--- src/include/cic_pkg.sv ---
// Purpose: constants shared by the cpu interrupt controller
// Assumes: 8-bit core, one instruction cycle = four pclk phases
// Notes: register addresses are byte offsets on apb, one word apart
package cic_pkg;
	localparam int unsigned clk_mhz = 100;
	localparam int unsigned phases_per_icycle = 4;
	localparam logic [1:0] sample_phase = 2'h0;
	localparam logic [14:0] irq_vector = 15'h0004;
	// apb byte addresses
	localparam logic [7:0] addr_ctrl = 8'h00;
	localparam logic [7:0] addr_pflag_a = 8'h04;
	localparam logic [7:0] addr_pflag_b = 8'h08;
	localparam logic [7:0] addr_pflag_c = 8'h0c;
	localparam logic [7:0] addr_pflag_d = 8'h10;
	localparam logic [7:0] addr_pen_a = 8'h14;
	localparam logic [7:0] addr_pen_b = 8'h18;
	localparam logic [7:0] addr_pen_c = 8'h1c;
	localparam logic [7:0] addr_pen_d = 8'h20;
	localparam logic [7:0] addr_wake_en = 8'h24;
	localparam logic [7:0] addr_state = 8'h28;
	// irq_control_reg fields
	localparam int unsigned bit_gie = 7;
	localparam int unsigned bit_periph_group_enable = 6;
	localparam logic [7:0] ctrl_reset = 8'h00;
	localparam logic [7:0] core_en_mask = 8'h38;
	localparam logic [7:0] core_flag_mask = 8'h07;
	localparam logic [4:0] status_save_mask = 5'h07;
	localparam logic [1:0] nop_after_1cyc = 2'h2;
	localparam logic [1:0] nop_after_multi = 2'h3;
	typedef enum logic [2:0] {
		cic_run_s = 3'b000,
		cic_finish_s = 3'b001,
		cic_nop_s = 3'b010,
		cic_vector_s = 3'b011,
		cic_sleep_s = 3'b100,
		cic_wake_s = 3'b101
	} cic_state_t;
endpackage

--- src/verilog/cic_top.sv ---
// Purpose: interrupt controller for the 8-bit core sequencer
// Assumes: apb slave, single pclk, sources pulse one cycle per event
// Notes: shadow context is captured per take, status less timeout/powerdown, and restored per return
// How it works
// - any reset leaves global enable clear so nothing redirects flow
// - redirect needs own enable and global enable; peripherals also group enable
// - each source latches into its own flag bit in control or peripheral flags, except async, which shares bit 0 with core event 0
// - flags set on events regardless of any enable bit
// - taking flushes prefetch, clears global enable, pushes pc, shadows, vectors 0004h
// - with global enable clear requests only latch; pending served once re-enabled
// - return instruction pops pc, restores shadows and sets global enable
// - synchronous source latency is three or four instruction cycles; a take before the last cycle of a multi-cycle instruction adds two cycles
// - asynchronous source latency is three to five instruction cycles; a take before the last cycle of a multi-cycle instruction adds two cycles
// - enabled sources wake the core from sleep
// - shadow holds accumulator, status less timeout/powerdown, bank, pointers, pc high latch
// - after wake the instruction after sleep runs first, then vector if enabled
`timescale 1ns/1ps
`default_nettype none
module cic_top (
	input wire logic pclk,
	input wire logic presetn,
	input wire logic psel,
	input wire logic penable,
	input wire logic pwrite,
	input wire logic [7:0] paddr,
	input wire logic [31:0] pwdata,
	output logic [31:0] prdata,
	output logic pready,
	output logic pslverr,
	input wire logic [2:0] core_event,
	input wire logic [31:0] periph_event,
	input wire logic async_event,
	input wire logic instr_last_cycle,
	input wire logic instr_multi_cycle,
	input wire logic sleep_instr,
	input wire logic return_from_irq_instr,
	input wire logic [14:0] pc_in,
	input wire logic [7:0] acc_in,
	input wire logic [4:0] status_in,
	input wire logic [4:0] bank_select_reg_in,
	input wire logic [31:0] indirect_pointer_regs_in,
	input wire logic [6:0] pc_high_latch_in,
	output logic flush_prefetch,
	output logic force_nop,
	output logic push_pc,
	output logic [14:0] pc_push_value,
	output logic load_pc,
	output logic [14:0] pc_load_value,
	output logic restore_ctx,
	output logic [7:0] acc_out,
	output logic [4:0] status_out,
	output logic [4:0] bank_select_reg_out,
	output logic [31:0] indirect_pointer_regs_out,
	output logic [6:0] pc_high_latch_out,
	output logic core_asleep,
	output logic irq_pending
);
	logic [7:0] irq_control_reg;
	logic [7:0] pflags [4];
	logic [7:0] pens [4];
	logic [7:0] wake_en;
	logic [1:0] phase;
	logic sample_tick;
	logic async_seen;
	logic req_sampled;
	logic [1:0] nop_left;
	cic_pkg::cic_state_t state;
	logic wr;
	logic rd;
	logic [7:0] wbyte;
	logic [31:0] periph_pend;
	logic core_pend;
	logic any_pend;
	logic take;
	logic wake_hit;
	logic gie_clr_take;
	logic gie_set_ret;
	logic wr_ctrl;
	logic wr_wake;
	logic [3:0] wr_pflag;
	logic [3:0] wr_pen;
	logic [7:0] ctrl_base;

	assign wr = psel && penable && pwrite;
	assign rd = psel && !penable && !pwrite;
	assign wbyte = pwdata[7:0];
	assign sample_tick = (phase == cic_pkg::sample_phase);
	assign wr_ctrl = wr && (paddr == cic_pkg::addr_ctrl);
	assign wr_wake = wr && (paddr == cic_pkg::addr_wake_en);
	// software view of the control byte this cycle, before hardware sets and clears
	assign ctrl_base = wr_ctrl ? wbyte : irq_control_reg;

	// phase divider gives one instruction cycle per four pclk
	// phase 0 is the request sample point; the other phases let flags settle
	always_ff @(posedge pclk or negedge presetn) begin
		if (!presetn) begin
			phase <= 2'h0;
		end else begin
			phase <= phase + 2'h1;
		end
	end

	// async event stretched until the next sample point
	always_ff @(posedge pclk or negedge presetn) begin
		if (!presetn) begin
			async_seen <= 1'b0;
		end else if (sample_tick) begin
			async_seen <= async_event;
		end else if (async_event) begin
			async_seen <= 1'b1;
		end
	end

	always_ff @(posedge pclk or negedge presetn) begin
		if (!presetn) begin
			irq_control_reg <= cic_pkg::ctrl_reset;
		end else begin
			irq_control_reg[7:3] <= ctrl_base[7:3];
			if (gie_clr_take) begin
				irq_control_reg[cic_pkg::bit_gie] <= 1'b0;
			end else if (gie_set_ret) begin
				irq_control_reg[cic_pkg::bit_gie] <= 1'b1;
			end
			// an event in the cycle of a clearing write still lands
			irq_control_reg[2:1] <= ctrl_base[2:1] | core_event[2:1];
			// async events come through the stretcher so none slips past a sample point
			irq_control_reg[0] <= ctrl_base[0] | core_event[0] | async_seen;
		end
	end

	genvar g;
	generate
		for (g = 0; g < 4; g++) begin : g_periph
			assign wr_pflag[g] = wr && (paddr == cic_pkg::addr_pflag_a + 8'(4 * g));
			assign wr_pen[g] = wr && (paddr == cic_pkg::addr_pen_a + 8'(4 * g));
			always_ff @(posedge pclk or negedge presetn) begin
				if (!presetn) begin
					pflags[g] <= 8'h00;
					pens[g] <= 8'h00;
				end else begin
					pflags[g] <= (wr_pflag[g] ? wbyte : pflags[g]) | periph_event[8*g +: 8];
					if (wr_pen[g]) begin
						pens[g] <= wbyte;
					end
				end
			end
			assign periph_pend[8*g +: 8] = pflags[g] & pens[g];
		end
	endgenerate

	always_ff @(posedge pclk or negedge presetn) begin
		if (!presetn) begin
			wake_en <= 8'h00;
		end else if (wr_wake) begin
			wake_en <= wbyte;
		end
	end

	assign core_pend = |((irq_control_reg[5:3]) & (irq_control_reg[2:0]));
	assign any_pend = core_pend || (irq_control_reg[cic_pkg::bit_periph_group_enable] && |periph_pend);

	// sample once per icycle
	// the take uses the previous sample, so a flag set mid-cycle waits one tick
	always_ff @(posedge pclk or negedge presetn) begin
		if (!presetn) begin
			req_sampled <= 1'b0;
		end else if (sample_tick) begin
			req_sampled <= any_pend && irq_control_reg[cic_pkg::bit_gie];
		end
	end

	assign wake_hit = sample_tick && (any_pend || |(wake_en & {5'h00, irq_control_reg[2:0]}));
	assign take = (state == cic_pkg::cic_run_s) && sample_tick && req_sampled && irq_control_reg[cic_pkg::bit_gie];
	assign gie_clr_take = take;
	assign gie_set_ret = (state == cic_pkg::cic_run_s) && sample_tick && return_from_irq_instr;

	always_ff @(posedge pclk or negedge presetn) begin
		if (!presetn) begin
			state <= cic_pkg::cic_run_s;
			nop_left <= 2'h0;
		end else if (sample_tick) begin
			unique case (state)
				cic_pkg::cic_run_s: begin
					// a take in the last cycle of an instruction skips the finish state
					if (take) begin
						state <= instr_last_cycle ? cic_pkg::cic_nop_s : cic_pkg::cic_finish_s;
						nop_left <= cic_pkg::nop_after_1cyc;
					end else if (sleep_instr) begin
						state <= cic_pkg::cic_sleep_s;
					end
				end

				cic_pkg::cic_finish_s: begin
					// a multi-cycle instruction needs one more forced cycle
					if (instr_last_cycle) begin
						state <= cic_pkg::cic_nop_s;
						nop_left <= instr_multi_cycle ? cic_pkg::nop_after_multi : cic_pkg::nop_after_1cyc;
					end
				end

				cic_pkg::cic_nop_s: begin
					// nop_left counts the forced cycles still to run
					nop_left <= nop_left - 2'h1;
					if (nop_left == 2'h1) begin
						state <= cic_pkg::cic_vector_s;
					end
				end

				cic_pkg::cic_vector_s: state <= cic_pkg::cic_run_s;

				cic_pkg::cic_sleep_s: begin
					if (wake_hit) begin
						state <= cic_pkg::cic_wake_s;
					end
				end

				cic_pkg::cic_wake_s: begin
					state <= cic_pkg::cic_run_s;
				end

				default: state <= cic_pkg::cic_run_s;
			endcase
		end
	end

	// flush and push one pclk after the take tick
	always_ff @(posedge pclk or negedge presetn) begin
		if (!presetn) begin
			flush_prefetch <= 1'b0;
			push_pc <= 1'b0;
			pc_push_value <= 15'h0000;
		end else begin
			flush_prefetch <= take;
			push_pc <= take;
			if (take) begin
				pc_push_value <= pc_in;
			end
		end
	end

	// forced no-operation cycles, then the vector load
	always_ff @(posedge pclk or negedge presetn) begin
		if (!presetn) begin
			force_nop <= 1'b0;
			load_pc <= 1'b0;
			pc_load_value <= 15'h0000;
		end else begin
			force_nop <= (state == cic_pkg::cic_nop_s) || (state == cic_pkg::cic_finish_s && instr_last_cycle);
			load_pc <= sample_tick && state == cic_pkg::cic_nop_s && nop_left == 2'h1;
			pc_load_value <= cic_pkg::irq_vector;
		end
	end

	always_ff @(posedge pclk or negedge presetn) begin
		if (!presetn) begin
			restore_ctx <= 1'b0;
		end else begin
			restore_ctx <= gie_set_ret;
		end
	end

	// sleep level seen by the core
	always_ff @(posedge pclk or negedge presetn) begin
		if (!presetn) begin
			core_asleep <= 1'b0;
		end else begin
			core_asleep <= (state == cic_pkg::cic_sleep_s);
		end
	end

	// shadow capture
	// shadows stand between takes; the core reloads them when restore_ctx pulses
	always_ff @(posedge pclk or negedge presetn) begin
		if (!presetn) begin
			acc_out <= 8'h00;
			status_out <= 5'h00;
			bank_select_reg_out <= 5'h00;
			indirect_pointer_regs_out <= 32'h00000000;
			pc_high_latch_out <= 7'h00;
		end else if (take) begin
			acc_out <= acc_in;
			// timeout and powerdown bits are never shadowed
			status_out <= status_in & cic_pkg::status_save_mask;
			bank_select_reg_out <= bank_select_reg_in;
			indirect_pointer_regs_out <= indirect_pointer_regs_in;
			pc_high_latch_out <= pc_high_latch_in;
		end
	end

	// pending level, not gated by global enable
	always_ff @(posedge pclk or negedge presetn) begin
		if (!presetn) begin
			irq_pending <= 1'b0;
		end else begin
			irq_pending <= any_pend;
		end
	end

	always_ff @(posedge pclk or negedge presetn) begin
		if (!presetn) begin
			prdata <= 32'h00000000;
			pslverr <= 1'b0;
			pready <= 1'b0;
		end else begin
			pready <= psel && !penable;
			// unmapped or unaligned: error flagged, read gives zero, write finds no target
			if (psel && !penable) begin
				pslverr <= (paddr > cic_pkg::addr_state) || (paddr[1:0] != 2'h0);
			end
			if (rd) begin
				unique case (paddr)
					cic_pkg::addr_ctrl: prdata <= {24'h0, irq_control_reg};
					cic_pkg::addr_pflag_a: prdata <= {24'h0, pflags[0]};
					cic_pkg::addr_pflag_b: prdata <= {24'h0, pflags[1]};
					cic_pkg::addr_pflag_c: prdata <= {24'h0, pflags[2]};
					cic_pkg::addr_pflag_d: prdata <= {24'h0, pflags[3]};
					cic_pkg::addr_pen_a: prdata <= {24'h0, pens[0]};
					cic_pkg::addr_pen_b: prdata <= {24'h0, pens[1]};
					cic_pkg::addr_pen_c: prdata <= {24'h0, pens[2]};
					cic_pkg::addr_pen_d: prdata <= {24'h0, pens[3]};
					cic_pkg::addr_wake_en: prdata <= {24'h0, wake_en};
					cic_pkg::addr_state: prdata <= {27'h0, req_sampled, 1'b0, state};
					default: prdata <= 32'h00000000;
				endcase
			end
		end
	end
endmodule // cic_top
`default_nettype wire

--- config.mk ---
export PLATFORM = sky130hd
export DESIGN_NAME = cic_top
export DESIGN_NICKNAME = d
export VERILOG_FILES = /design/src/include/cic_pkg.sv /design/src/verilog/cic_top.sv
export SDC_FILE = /design/constraint.sdc
export NUM_CORES = 1
export LEC_CHECK = 0
export ABC_AREA = 1
export BUFFER_PORTS_ARGS = -buffer_cell sky130_fd_sc_hd__buf_2
export CAP_MARGIN = 30
export CORE_MARGIN = 1.5
export CORE_UTILIZATION = 45
export CTS_BUF_LIST = sky130_fd_sc_hd__clkbuf_16
export DETAILED_ROUTE_END_ITERATION = 8
export PLACE_DENSITY = 0.69
export SLEW_MARGIN = 25
export SYNTH_ARGS = -nofsm -noshare
export SYNTH_HDL_FRONTEND = slang
export SYNTH_SLANG_ARGS = --single-unit
--- constraint.sdc ---
create_clock -name pclk -period 2.3 [get_ports pclk]
set_input_delay 0.345 -clock pclk [delete_from_list [all_inputs] [get_ports pclk]]
set_output_delay 0.345 -clock pclk [all_outputs]
set_load 0.01 [all_outputs]
==> results.sh <==
export IMPL_hold_viol_final=0
export IMPL_ff2ff_setup_slack_ns=0.54
export IMPL_async_flop_share=1.00
export IMPL_drive_gt1_frac=0.243
export IMPL_syn_area_mm2=0.00799
export IMPL_fin_area_mm2=0.00977
export IMPL_worstMarginPinSlew_ns=0.566
export IMPL_area_growth_pct=22.3
export IMPL_holdWs_ns=0.102
export IMPL_slew_headroom=0.623
export IMPL_htreeDepth=4
export IMPL_drc=0
export IMPL_antenna_found_initial=0
export IMPL_hp_class="input port to flop"
export IMPL_vias=6936
export IMPL_largestRegisters="indirect_pointer_regs_out x32, pens x32, pflags x32"
export IMPL_worstPathArrival_ns=2.07
export IMPL_nFillCells=1671
export IMPL_grt_usage=0.249
export IMPL_yosys_warnings=0
export IMPL_nNetsFinal=1334
export IMPL_die_area_mm2=0.0186
export IMPL_synth_seq_cells=176
export IMPL_multi_input_area_mm2=0.00309
export IMPL_post_place_ws_ns=0.303
export IMPL_cp_end_kind="flop"
export IMPL_port_buffers=218
export IMPL_finalSetupViolations=0
export IMPL_peakVddDrop_uv=625
export IMPL_hold_depth=2
export IMPL_regArea_mm2=0.00440
export IMPL_path_clk_slew_ns=0.06
export IMPL_drt_total_wl_um=22500
export IMPL_yosysSeqAreaShare=0.552
export IMPL_dp_hpwl_um=16300
export IMPL_r2r_cells=8
export IMPL_slew_viol_final=0
export IMPL_synth_top_cells_by_count="nand2_1, dfrtp_1, o21ai_0, a21oi_1, buf_4"
export IMPL_synth_edf_count=0
export IMPL_die_w_um=136
export IMPL_grt_overflow=0
export IMPL_clk_path_buf_depth=2
export IMPL_placementRows=48
export IMPL_cellPowerDensity_mw_per_mm2=953
export IMPL_fin_worst_skew_ns=0.00636
export IMPL_antenna_cells=0
export IMPL_clock_sink_count=176
export IMPL_postRouteAntennaNets=0
export IMPL_yosysTopAreaCell="dfrtp_1"
export IMPL_placed_area_mm2=0.00918
export IMPL_cts_resized=0
export IMPL_gp_congestion=0.982
export IMPL_max_freq_ghz=0.567
export IMPL_synth_area_leaders="dfrtp_1, nand2_1, o21ai_0"
export IMPL_syn_avg_cell_area_um2=8.36
export IMPL_status="complete, no violations"
export IMPL_p_leak_uw=0.00515
export IMPL_numCtsBuffers=17
export IMPL_cts_root_buffer="clkbuf_16"
export IMPL_vias_per_cell=4.91
export IMPL_clock_latency_ns=0.43
export IMPL_startpoint_type="flop"
export IMPL_die_y_um=136
export IMPL_path_max_fanout=5
export IMPL_grt_pass1_vias=6295
export IMPL_max_cap_violations=0
export IMPL_grt_max_degree=60
export IMPL_cts_setup_buffers=0
export IMPL_drt_pass1_iterations=5
export IMPL_required_ns=2.61
export IMPL_min_period_ns=1.76
export IMPL_synth_top_area_frac=0.552
export IMPL_yosysUniqueCellTypes=31
export IMPL_grt_pass1_wl_um=34700
export IMPL_r2r_end="nop_left[0]"
export IMPL_drt_initial_drc_count=668
export IMPL_worst_slack_ns=0.537
export IMPL_ys_flop_type="dfrtp_1"
export IMPL_core_area_mm2=0.0173
export IMPL_crit_start="state[0]"
export IMPL_critPathCapture="nop_left[0]"
export IMPL_start_util=0.462
export IMPL_ios=285
export IMPL_regToRegStartpoint="state[0]"
export IMPL_cts_tree="done"
export IMPL_wl_per_cell_um=15.9
export IMPL_criticalPathCategory="flop to flop"
export IMPL_rsz0062_at_grt="false"
export IMPL_synthCells=955
export IMPL_final_period_utilization=0.767
export IMPL_totalNegativeSetupSlack_ns=0
export IMPL_yosysMostFrequentCell="nand2_1"
[repair_timing]
item | CTS | global route
hold buffers | 1 | 0
endpoints found under the hold margin | 43 | 0
endpoints found under the setup margin | 0 | 0
[cells by family (layout without fill, tap and decap cells)]
kind of cell | after synthesis | after routing | share of synthesized area
flip-flops | 176 | 176 | 0.552
multiplexers | 1 | 1 | 0.00141
other | 2 | 41 | 0.000940
adder cells (fa/ha/maj) | 2 | 2 | 0.00313
AND/OR/NAND/NOR | 499 | 499 | 0.254
buffers and inverters | 115 | 308 | 0.0796
AO/OA/AOI/OAI | 160 | 160 | 0.109
[per-layer routing]
metal	vias up	wire length [um]	track usage
met4	0	534	0.0887
met5	-	0	0
met2	276	10300	0.373
met3	37	1590	0.0466
met1	3217	10100	0.360
li1	3406	-	-
[worst min-delay path by stage]
stage / start / endpoint / slack (ns)
after floorplan: presetn / acc_out[0] / 0.05
after global placement: presetn / pflags[6] / 0.32
after detailed placement: presetn / pflags[6] / 0.32
after CTS: penable / pready / 0.1
after global routing: pc_in[5] / pc_push_value[5] / 0.1
final: penable / pready / 0.10
[critical path, stage by stage, from the launching register on]
cell and delay, ns:
dfrtp_1 0.44, inv_1 0.09, nand2_1 0.08, nor2_1 0.20
nand2_2 0.11, nand2_1 0.09, o21ai_0 0.08, nor2_1 0.19
mux2_2 0.36
[report_power, final]
group	total [uW]	switching, uW	internal (uW)
Combinational	2210	1310	900
Clock	2890	1200	1680
Sequential	4210	391	3820
[stage by stage]
step / power (uW) / util / instances
finish: 9310 / 0.565 / 1412
global route: 9830 / 0.565 / 1412
global placement: 6430 / 0.531 / 1380
detailed placement: 6480 / 0.531 / 1380
floorplan: 5390 / - / 994
CTS: 9380 / 0.565 / 1412
[final cells by class]
class | instances | share of cell area
multi-input cells | 703 | 0.317
clock buffers | 17 | 0.0436
clock inverters | 14 | 0.0156
flip-flops and latches | 176 | 0.451
inverters | 45 | 0.0173
well taps | 225 | 0.0288
repair buffers | 232 | 0.127
[cell usage in the layout, fill, tap and decap left out, types with 2 or more instances in the layout]
cell	Yosys	routed
clkbuf_16	0	17
buf_4	42	10
nor2_2	4	4
buf_12	0	3
nor3_4	3	3
dfrtp_1	176	176
a22o_2	6	6
clkinv_2	0	3
buf_2	13	217
conb_1	2	41
a21oi_1	52	52
inv_2	6	7
nand3_1	41	41
a211o_1	2	2
o211ai_1	2	2
inv_1	39	41
ha_1	2	2
o21ai_0	84	84
nor2_4	3	3
clkinv_4	0	2
nand2_1	400	400
clkinvlp_4	0	2
a211oi_1	2	2
nand2_4	2	2
nand2_2	2	2
nor2_1	41	41
a22o_1	5	5
bufinv_16	0	3
o21ai_1	5	5
(Power assumes the default switching activity.)
